$ cat config.mk
export PLATFORM = sky130hd
export DESIGN_NAME = int_controller
export DESIGN_NICKNAME = d
export VERILOG_FILES = /design/src/common/intc_pkg.sv /design/src/hw/int_controller.sv /design/src/hw/pending_flags.sv /design/src/hw/priority_arbiter.sv
export SDC_FILE = /design/constraint.sdc
export NUM_CORES = 1
export LEC_CHECK = 0
export BUFFER_PORTS_ARGS = -buffer_cell sky130_fd_sc_hd__buf_2
export CELL_PAD_IN_SITES_DETAIL_PLACEMENT = 1
export CELL_PAD_IN_SITES_GLOBAL_PLACEMENT = 2
export CORE_MARGIN = 3
export CORE_UTILIZATION = 33
export CTS_BUF_LIST = sky130_fd_sc_hd__clkbuf_2
export CTS_CLUSTER_DIAMETER = 30
export DETAILED_ROUTE_END_ITERATION = 10
export MAX_ROUTING_LAYER = met4
export PLACE_DENSITY_LB_ADDON = 0.1
export SYNTH_ARGS = -nofsm -noshare
export SYNTH_HDL_FRONTEND = slang
export SYNTH_SLANG_ARGS = --single-unit
$ cat constraint.sdc
create_clock -name clk_i -period 3.7 [get_ports clk_i]
set_input_delay 0.555 -clock clk_i [delete_from_list [all_inputs] [get_ports clk_i]]
set_output_delay 0.555 -clock clk_i [all_outputs]
set_load 0.1 [all_outputs]
$ cat src/common/intc_pkg.sv
/*
 * Shared constants and carrier types for the two-level interrupt controller.
 * Assumes an 8-bit special function register bus inside the device and a
 * processor core that reports instruction boundaries and acknowledges calls.
 */
package intc_pkg;

    // Register addresses on the special function register bus
    localparam logic [7:0] INT_ENABLE_ADDR = 8'hA8;
    localparam logic [7:0] INT_PRIORITY_ADDR = 8'hB8;
    localparam logic [7:0] EXT_ENABLE_ADDR = 8'hE6;
    localparam logic [7:0] EXT_PRIORITY_ADDR = 8'hF3;

    // Reset values: everything disabled, every source low priority
    localparam logic [7:0] INT_ENABLE_RESET = 8'h00;
    localparam logic [7:0] INT_PRIORITY_RESET = 8'h00;
    localparam logic [7:0] EXT_ENABLE_RESET = 8'h00;
    localparam logic [7:0] EXT_PRIORITY_RESET = 8'h00;

    // Field layout
    localparam int GLOBAL_ENABLE_BIT = 7;
    localparam int BASE_SRC_COUNT = 7;
    localparam int EXT_SRC_COUNT = 8;
    localparam int NUM_SRC = BASE_SRC_COUNT + EXT_SRC_COUNT;
    localparam int SRC_W = 4;
    localparam int VEC_W = 16;

    // Response timing in system clock cycles
    localparam int DETECT_CYCLES = 1;
    localparam int LONG_CALL_INSTR_CYCLES = 4;
    localparam int RETURN_FROM_INT_INSTR_CYCLES = 5;
    localparam int DIV_CYCLES = 8;
    localparam int RESP_MIN_CYCLES = DETECT_CYCLES + LONG_CALL_INSTR_CYCLES;
    localparam int RESP_MAX_CYCLES = DETECT_CYCLES + RETURN_FROM_INT_INSTR_CYCLES + DIV_CYCLES + LONG_CALL_INSTR_CYCLES;

    typedef enum logic [0:0] {
        LEVEL_LOW = 1'b0,
        LEVEL_HIGH = 1'b1
    } level_t;

    typedef struct packed {
        logic [7:0] addr;
        logic wr;
        logic rd;
        logic [7:0] wdata;
    } sfr_req_t;

    typedef struct packed {
        logic valid;
        level_t level;
        logic [SRC_W-1:0] src;
        logic [VEC_W-1:0] vector;
    } call_t;

endpackage

$ cat src/hw/int_controller.sv
/*
 * Two-level vectored interrupt controller with its enable and priority
 * registers on the special function register bus.
 * Assumes the core pulses instr_done_i at each instruction boundary,
 * return_from_int_instr_done_i when a return-from-interrupt completes, and call_ack_i in the
 * cycle it starts the long call for the offered request.
 */
`timescale 1ns/100ps

// Operation
// RULE1: Flag sets on event regardless of enable
// RULE2: Enabled pending flag offers vectored long call
// RULE3: Disabled sources never vector
// RULE4: Per-source enables count only under global enable
// RULE5: Global enable low blocks all requests
// RULE6: Some flags auto-clear on vector, others software
// RULE7: Flag still set after return requests again
// RULE8: Routine ends with return; core resumes flow
// RULE9: Software flag set acts like hardware event
// RULE10: High preempts low; nothing preempts high
// RULE11: Priority bit per source; reset low
// RULE12: Same cycle: higher level, then fixed order
// RULE13: Sample and decode requests every cycle
// RULE14: Fastest response five cycles: detect plus call
// RULE15: One instruction runs after return before call
// RULE16: Worst unnested response eighteen cycles
// RULE17: Vectors and same-level order are parameters
module int_controller #(
    parameter int NUM = intc_pkg::NUM_SRC,
    parameter logic [intc_pkg::VEC_W-1:0] VECTOR_BASE = 16'h0003,
    parameter logic [intc_pkg::VEC_W-1:0] VECTOR_STEP = 16'h0008,
    parameter logic [NUM*intc_pkg::SRC_W-1:0] PICK_ORDER =
        60'hEDCBA9876543210,
    parameter logic [NUM-1:0] HW_CLEAR_MASK = '0
) (
    // Clock and reset
    input wire logic clk_i,
    input wire logic nrst_i,
    // Special function register bus
    input wire intc_pkg::sfr_req_t sfr_i,
    output logic [7:0] sfr_rdata_o,
    output logic sfr_hit_o,
    // Peripheral flag sources
    input wire logic [NUM-1:0] hw_event_i,
    input wire logic [NUM-1:0] sw_set_i,
    input wire logic [NUM-1:0] sw_clr_i,
    output logic [NUM-1:0] pend_o,
    output logic [NUM-1:0] vec_clr_o,
    // Core sequencer
    input wire logic instr_done_i,
    input wire logic return_from_int_instr_done_i,
    input wire logic call_ack_i,
    output intc_pkg::call_t call_o,
    output logic [1:0] in_service_o,
    output logic call_busy_o
);

    localparam int CNT_W = 3;
    localparam logic [CNT_W-1:0] LONG_CALL_INSTR_COUNT = CNT_W'(intc_pkg::LONG_CALL_INSTR_CYCLES);

    logic rst_meta;
    logic rst_n;

    logic [7:0] int_enable_reg;
    logic [7:0] int_priority_reg;
    logic [7:0] extended_enable_reg;
    logic [7:0] extended_priority_reg;

    logic [NUM-1:0] pend;
    logic [NUM-1:0] vec_clr;
    logic global_int_enable;
    logic [NUM-1:0] src_enable;
    logic [NUM-1:0] src_high;
    logic [NUM-1:0] eligible;

    logic win_valid;
    intc_pkg::level_t win_level;
    logic [intc_pkg::SRC_W-1:0] win_src;

    logic active_high;
    logic active_low;
    logic return_from_int_instr_hold;
    logic [CNT_W-1:0] long_call_instr_cnt;
    logic call_taken;
    logic offer_ok;

    // Reset release through two flip-flops
    always_ff @(posedge clk_i or negedge nrst_i) begin
        if (!nrst_i) begin
            rst_meta <= 1'b0;
            rst_n <= 1'b0;
        end else begin
            rst_meta <= 1'b1;
            rst_n <= rst_meta;
        end
    end

    // Vector address of a source
    function automatic logic [intc_pkg::VEC_W-1:0] vector_of(
        input logic [intc_pkg::SRC_W-1:0] src);
        logic [31:0] prod;
        prod = 32'(src) * 32'(VECTOR_STEP);
        return VECTOR_BASE + prod[intc_pkg::VEC_W-1:0]; // see RULE17
    endfunction

    // Register write decode
    function automatic logic sfr_write_to(input intc_pkg::sfr_req_t req,
                                          input logic [7:0] addr);
        return req.wr && (req.addr == addr);
    endfunction

    // Enable registers
    always_ff @(posedge clk_i or negedge rst_n) begin
        if (!rst_n) begin
            int_enable_reg <= intc_pkg::INT_ENABLE_RESET;
            extended_enable_reg <= intc_pkg::EXT_ENABLE_RESET;
        end else begin
            if (sfr_write_to(sfr_i, intc_pkg::INT_ENABLE_ADDR)) begin
                int_enable_reg <= sfr_i.wdata;
            end
            if (sfr_write_to(sfr_i, intc_pkg::EXT_ENABLE_ADDR)) begin
                extended_enable_reg <= sfr_i.wdata;
            end
        end
    end

    // Priority registers; every source starts at low priority
    always_ff @(posedge clk_i or negedge rst_n) begin
        if (!rst_n) begin
            int_priority_reg <= intc_pkg::INT_PRIORITY_RESET; // see RULE11
            extended_priority_reg <= intc_pkg::EXT_PRIORITY_RESET; // see RULE11
        end else begin
            if (sfr_write_to(sfr_i, intc_pkg::INT_PRIORITY_ADDR)) begin
                int_priority_reg <= {1'b0, sfr_i.wdata[intc_pkg::BASE_SRC_COUNT-1:0]};
            end
            if (sfr_write_to(sfr_i, intc_pkg::EXT_PRIORITY_ADDR)) begin
                extended_priority_reg <= sfr_i.wdata;
            end
        end
    end

    // Register read port, answered one cycle after the read strobe
    always_ff @(posedge clk_i or negedge rst_n) begin
        if (!rst_n) begin
            sfr_rdata_o <= 8'h00;
            sfr_hit_o <= 1'b0;
        end else if (sfr_i.rd) begin
            sfr_hit_o <= 1'b1;
            if (sfr_i.addr == intc_pkg::INT_ENABLE_ADDR) begin
                sfr_rdata_o <= int_enable_reg;
            end else if (sfr_i.addr == intc_pkg::INT_PRIORITY_ADDR) begin
                sfr_rdata_o <= int_priority_reg;
            end else if (sfr_i.addr == intc_pkg::EXT_ENABLE_ADDR) begin
                sfr_rdata_o <= extended_enable_reg;
            end else if (sfr_i.addr == intc_pkg::EXT_PRIORITY_ADDR) begin
                sfr_rdata_o <= extended_priority_reg;
            end else begin
                sfr_rdata_o <= 8'h00;
                sfr_hit_o <= 1'b0;
            end
        end else begin
            sfr_rdata_o <= 8'h00;
            sfr_hit_o <= 1'b0;
        end
    end

    // Pending flags keep state whatever the enables say
    pending_flags #(
        .NUM(NUM),
        .HW_CLEAR_MASK(HW_CLEAR_MASK)
    ) u_pending (
        .clk_i(clk_i),
        .rst_n_i(rst_n),
        .hw_event_i(hw_event_i),
        .sw_set_i(sw_set_i),
        .sw_clr_i(sw_clr_i),
        .vec_clr_i(vec_clr),
        .pend_o(pend)
    );

    // Enable gating
    always_comb begin
        global_int_enable = int_enable_reg[intc_pkg::GLOBAL_ENABLE_BIT];
        src_enable = {extended_enable_reg,
                      int_enable_reg[intc_pkg::BASE_SRC_COUNT-1:0]}; // see RULE4
        src_high = {extended_priority_reg,
                    int_priority_reg[intc_pkg::BASE_SRC_COUNT-1:0]}; // see RULE11
        eligible = pend & src_enable & {NUM{global_int_enable}}; // see RULE3 see RULE5
    end

    // Preemption: high needs no high routine running, low needs none at all
    priority_arbiter #(
        .NUM(NUM),
        .PICK_ORDER(PICK_ORDER)
    ) u_arbiter (
        .req_i(eligible),
        .high_i(src_high),
        .allow_high_i(!active_high), // see RULE10
        .allow_low_i(!active_high && !active_low), // see RULE10
        .valid_o(win_valid),
        .level_o(win_level),
        .src_o(win_src)
    );

    always_comb begin
        call_taken = call_ack_i && call_o.valid;
        offer_ok = !return_from_int_instr_hold && (long_call_instr_cnt == '0) && !call_taken; // see RULE15
    end

    // Detection stage: the winner is resampled every cycle into the offer
    always_ff @(posedge clk_i or negedge rst_n) begin
        if (!rst_n) begin
            call_o <= '0;
        end else begin
            call_o.valid <= win_valid && offer_ok; // see RULE2 see RULE13 see RULE14
            call_o.level <= win_level; // see RULE12
            call_o.src <= win_src;
            call_o.vector <= vector_of(win_src); // see RULE2
        end
    end

    // Long call in flight: no new offer until it has completed
    always_ff @(posedge clk_i or negedge rst_n) begin
        if (!rst_n) begin
            long_call_instr_cnt <= '0;
        end else if (call_taken) begin
            long_call_instr_cnt <= LONG_CALL_INSTR_COUNT; // see RULE14
        end else if (long_call_instr_cnt != '0) begin
            long_call_instr_cnt <= long_call_instr_cnt - CNT_W'(1);
        end
    end

    always_ff @(posedge clk_i or negedge rst_n) begin
        if (!rst_n) begin
            call_busy_o <= 1'b0;
        end else begin
            call_busy_o <= call_taken || (long_call_instr_cnt > CNT_W'(1));
        end
    end

    // Hardware clear pulse for the vectored source
    always_comb begin
        vec_clr = '0;
        if (call_taken) begin
            vec_clr[call_o.src] = 1'b1; // see RULE6
        end
    end

    always_ff @(posedge clk_i or negedge rst_n) begin
        if (!rst_n) begin
            vec_clr_o <= '0;
        end else begin
            vec_clr_o <= vec_clr;
        end
    end

    always_ff @(posedge clk_i or negedge rst_n) begin
        if (!rst_n) begin
            pend_o <= '0;
        end else begin
            pend_o <= pend;
        end
    end

    // Routine levels in service; a call sets, a return clears the innermost
    always_ff @(posedge clk_i or negedge rst_n) begin
        if (!rst_n) begin
            active_high <= 1'b0;
            active_low <= 1'b0;
        end else begin
            if (return_from_int_instr_done_i) begin
                if (active_high) begin
                    active_high <= 1'b0; // see RULE8
                end else begin
                    active_low <= 1'b0;
                end
            end
            if (call_taken) begin
                if (call_o.level == intc_pkg::LEVEL_HIGH) begin
                    active_high <= 1'b1; // see RULE10
                end else begin
                    active_low <= 1'b1;
                end
            end
        end
    end

    always_ff @(posedge clk_i or negedge rst_n) begin
        if (!rst_n) begin
            in_service_o <= 2'b00;
        end else begin
            in_service_o <= {active_high, active_low};
        end
    end

    // After a return one further instruction must complete before a call
    always_ff @(posedge clk_i or negedge rst_n) begin
        if (!rst_n) begin
            return_from_int_instr_hold <= 1'b0;
        end else if (return_from_int_instr_done_i) begin
            return_from_int_instr_hold <= 1'b1; // see RULE7 see RULE15 see RULE16
        end else if (instr_done_i) begin
            return_from_int_instr_hold <= 1'b0; // see RULE7
        end
    end

endmodule // int_controller

$ cat src/hw/pending_flags.sv
/*
 * Interrupt-pending flags, one per source.
 * Assumes set and clear vectors are synchronous to clk_i; a set in the
 * same cycle as any clear leaves the flag set.
 */
`timescale 1ns/100ps
module pending_flags #(
    parameter int NUM = intc_pkg::NUM_SRC,
    parameter logic [NUM-1:0] HW_CLEAR_MASK = '0
) (
    // Clock and reset
    input wire logic clk_i,
    input wire logic rst_n_i,
    // Set sources
    input wire logic [NUM-1:0] hw_event_i,
    input wire logic [NUM-1:0] sw_set_i,
    // Clear sources
    input wire logic [NUM-1:0] sw_clr_i,
    input wire logic [NUM-1:0] vec_clr_i,
    // Flags
    output logic [NUM-1:0] pend_o
);

    logic [NUM-1:0] next_pend;

    always_comb begin
        next_pend = pend_o & ~(sw_clr_i | (vec_clr_i & HW_CLEAR_MASK)); // see RULE6
        next_pend = next_pend | hw_event_i | sw_set_i; // see RULE1 see RULE9
    end

    always_ff @(posedge clk_i or negedge rst_n_i) begin
        if (!rst_n_i) begin
            pend_o <= '0;
        end else begin
            pend_o <= next_pend;
        end
    end

endmodule // pending_flags

$ cat src/hw/priority_arbiter.sv
/*
 * Two-level fixed-order arbiter over eligible requests.
 * Assumes PICK_ORDER lists each source index once, first entry winning.
 */
`timescale 1ns/100ps
module priority_arbiter #(
    parameter int NUM = intc_pkg::NUM_SRC,
    parameter logic [NUM*intc_pkg::SRC_W-1:0] PICK_ORDER = '0
) (
    // Requests
    input wire logic [NUM-1:0] req_i,
    input wire logic [NUM-1:0] high_i,
    input wire logic allow_high_i,
    input wire logic allow_low_i,
    // Winner
    output logic valid_o,
    output intc_pkg::level_t level_o,
    output logic [intc_pkg::SRC_W-1:0] src_o
);

    logic [NUM-1:0] hi_req;
    logic [NUM-1:0] lo_req;
    logic hi_any;
    logic lo_any;
    logic [intc_pkg::SRC_W-1:0] hi_src;
    logic [intc_pkg::SRC_W-1:0] lo_src;

    // Walk the order from last to first so the earliest listed source wins
    function automatic logic [intc_pkg::SRC_W:0] pick(input logic [NUM-1:0] r);
        logic [intc_pkg::SRC_W-1:0] idx;
        logic [intc_pkg::SRC_W:0] res;
        res = '0;
        for (int i = NUM - 1; i >= 0; i--) begin
            idx = PICK_ORDER[i*intc_pkg::SRC_W +: intc_pkg::SRC_W];
            if (r[idx]) begin
                res = {1'b1, idx};
            end
        end
        return res;
    endfunction

    always_comb begin
        hi_req = req_i & high_i & {NUM{allow_high_i}}; // see RULE10
        lo_req = req_i & ~high_i & {NUM{allow_low_i}};
        {hi_any, hi_src} = pick(hi_req); // see RULE12
        {lo_any, lo_src} = pick(lo_req);
        valid_o = hi_any | lo_any;
        level_o = hi_any ? intc_pkg::LEVEL_HIGH : intc_pkg::LEVEL_LOW; // see RULE12
        src_o = hi_any ? hi_src : lo_src;
    end

endmodule // priority_arbiter
==> impl_metrics.yaml <==
critical_path:
  required_ns: 4.20
  reg2reg_depth: 6
  rrSetupSlack_ns: 1.46
  r2r_end: "call_o[16]"
  critical_path_class: "register to register"
  r2r-start: "active_high"
  critPathArrivalTime_ns: 2.74
  start_kind: "register"
  cp_max_fo: 9
  cp-end-kind: "register"
sta:
  worst_slack_ns: 1.46
  fin_skew_ns: 0.0447
  fin_setup_tns_ns: 0
  finalHoldViolations: 0
  maxSlewViolCount: 0
  slew_headroom: 0.546
  fin_crit_sh: 0.605
  fin_crit_ns: 2.24
  max_freq_mhz: 447
  rsz0062_at_grt: "false"
  worst_slew_pin_slew_ns: 0.680
  setup_viol: 0
clock_network:
  cts_tree: "done"
  cts_buffers: 9
  cts_max_level: 3
  insertion_delay_ns: 0.58
  clock-sinks: 103
  root_buffer: "clkbuf_2"
  post_cts_buffers: 0
  clockBufferDepth: 2
  path_clk_slew_ns: 0.26
  ctsResizeCount: 0
global_route:
  grt_max_degree: 53
  overflow: 0
  grt_pass1_wl_microns: 18700
  grt_usage: 0.167
  antenna_found_initial: 1
  grt_pass1_vias: 3555
floorplan:
  die_y_microns: 124
  dieArea_sq_um: 15300
  rows: 42
  core_area_sq_um: 13400
  initial_core_util: 0.340
  die_width_microns: 124
  ios: 132
drt:
  dr_total_vias: 3461
  totalWireLength_microns: 11900
  ant_nets: 0
  drc: 0
  wl_per_cell_microns: 16.7
  viasPerCell: 4.85
  first_iter_violations: 101
  drtPass1Iterations: 5
logic_synthesis:
  ys_ff_latch: 103
  synth.area.top_cells: "dfrtp_1 (57%), mux2_2 (7.4%), nor2_1 (3.3%)"
  ys_seq_area_frac: 0.565
  synth_fa_ha_area_frac: 0.00823
  syn_inst: 409
  synthXorXnorAreaFrac: 0.00192
  synthMostInstantiatedCell: "dfrtp_1"
  avgSynthCellArea_sq_um: 11.1
  synth-simple-area-share: 0.164
  synth_compound_area_frac: 0.115
  synth_commonest_cells: "dfrtp_1 (103), nor2_1 (40), mux2_2 (30)"
  yosys.area.top_type: "dfrtp_1"
  ys.flop_type: "dfrtp_1"
  yosysWarnings: 0
  netlist_area_sq_um: 4560
  synth-edff-count: 0
  yosysUniqueCellTypes: 54
  synthArstFlopShare: 1.00
  synth_mux_area_frac: 0.0917
  synth_top_family_by_area: "simple AND/OR/NAND/NOR gates"
  synth.top_cell.area_share: 0.565
min_path:
  min_from: "sw_clr_i[0]"
  hold_depth: 2
  whs_endpoint: "u_pending.pend_o[0]"
  hold_class: "primary input to register"
finish:
  multi_input_area_sq_um: 1780
  syn2layout_area_growth_pct: 18.0
  final_layout_size_suffix_gt1_frac: 0.328
  fin_cells: 713
  fillerInstances: 1543
  biggestRegsByFlops: "pend_o x15, u_pending.pend_o x15, vec_clr_o x15"
  seq_area_sq_um: 2580
  nNetsFinal: 603
placement:
  dp.cells: 696
  place_ws_ns: 1.05
  gp_congestion: 0.865
  port_buffers: 121
  dp_hpwl_microns: 9210
status:
  outcome: "finished clean"
power_and_ir_drop:
  cellLeakagePower_nw: 2.86
  ir_drop_v: 0.000189
  power_mw: 2.39
  power_density_nw_per_um2: 444
job:
  maxCapViolCount: 0
## cell usage in the layout, fill, tap and decap left out, types with 2 or more instances in the layout
cell type / Yosys / final
buf_2: 2 / 121
o211ai_1: 3 / 3
or3_1: 2 / 2
nor2b_1: 11 / 11
a211oi_1: 4 / 4
nor3_1: 10 / 10
conb_1: 2 / 12
clkinv_2: 0 / 2
a31oi_1: 2 / 2
mux2i_1: 8 / 8
and3_1: 2 / 2
nand4b_1: 2 / 2
o22ai_1: 9 / 9
ha_1: 3 / 3
a21oi_1: 9 / 9
o31ai_1: 3 / 3
a21o_1: 4 / 4
and2_1: 2 / 2
o21ai_0: 23 / 23
mux2_2: 30 / 30
o211a_1: 8 / 8
a21boi_0: 3 / 3
clkinv_1: 0 / 2
nor2_1: 40 / 40
dfrtp_1: 103 / 102
nand4_1: 4 / 4
nand2_1: 23 / 23
buf_4: 15 / 2
nand3_1: 15 / 15
nand2b_1: 9 / 9
nand3b_1: 8 / 8
clkbuf_2: 0 / 10
inv_1: 24 / 24
## what timing repair did
item	in CTS	in global routing
endpoints found under the setup margin	0	0
hold buffers	1	0
endpoints found under the hold margin	2	0
## logic make-up (layout without fill, tap and decap cells)
logic type | Yosys count | count (layout)
xor+xnor | 1 | 1
mux | 38 | 38
other cells | 2 | 13
fa+ha+maj | 3 | 3
flops | 103 | 103
compound gates | 77 | 77
simple gates | 139 | 139
buf+inv | 46 | 163
## metal layers
layer	share of wire	GRT usage	routed length, microns	up-vias
li1	-	-	-	1650
met1	0.47	0.224	5630	1702
met2	0.46	0.254	5510	95
met3	0.047	0.0325	563	14
met4	0.017	0.0616	205	0
met5	0	-	0	-
## critical path, cell delays in order, from the launching register on
cell and delay (ns):
dfrtp_1 0.51, or3b_1 0.57, nor2_1 0.27, o41ai_1 0.12, a211oi_1 0.27, o2111ai_1 0.15, a32o_1 0.28
## worst max path at each step
stage | startpoint | endpoint
floorplan | rst_n | active_high
global placement | sfr_i[10] | int_enable_reg[0]
detailed placement | sfr_i[10] | int_enable_reg[5]
CTS | active_high | call_o[16]
global route | active_high | call_o[16]
finish | active_high | call_o[16]
## stage by stage
step,instance area (sq um),hold WS (ns),util
CTS,5380,0.0495,0.401
global route,5380,0.0112,0.401
finish,5380,0.111,0.401
floorplan,4600,0.259,-
detailed placement,5290,0.342,0.395
global placement,5290,0.340,0.395
## area by class of cell
| type | instances | area share |
|---|---|---|
| sequential | 103 | 0.480 |
| multi-input combinational | 270 | 0.331 |
| timing repair buffer | 124 | 0.117 |
| tap | 176 | 0.0409 |
| inverter | 24 | 0.0167 |
| clock buffer | 10 | 0.00930 |
| clock inverter | 5 | 0.00488 |
| antenna | 1 | 0.000465 |
## power breakdown
part           internal (mW)  total (mW)  switching (mW)
registers               1.20        1.28          0.0847
clock network         0.0825       0.438           0.355
logic                  0.156       0.666           0.510
Power figures use the tool's default switching activity.
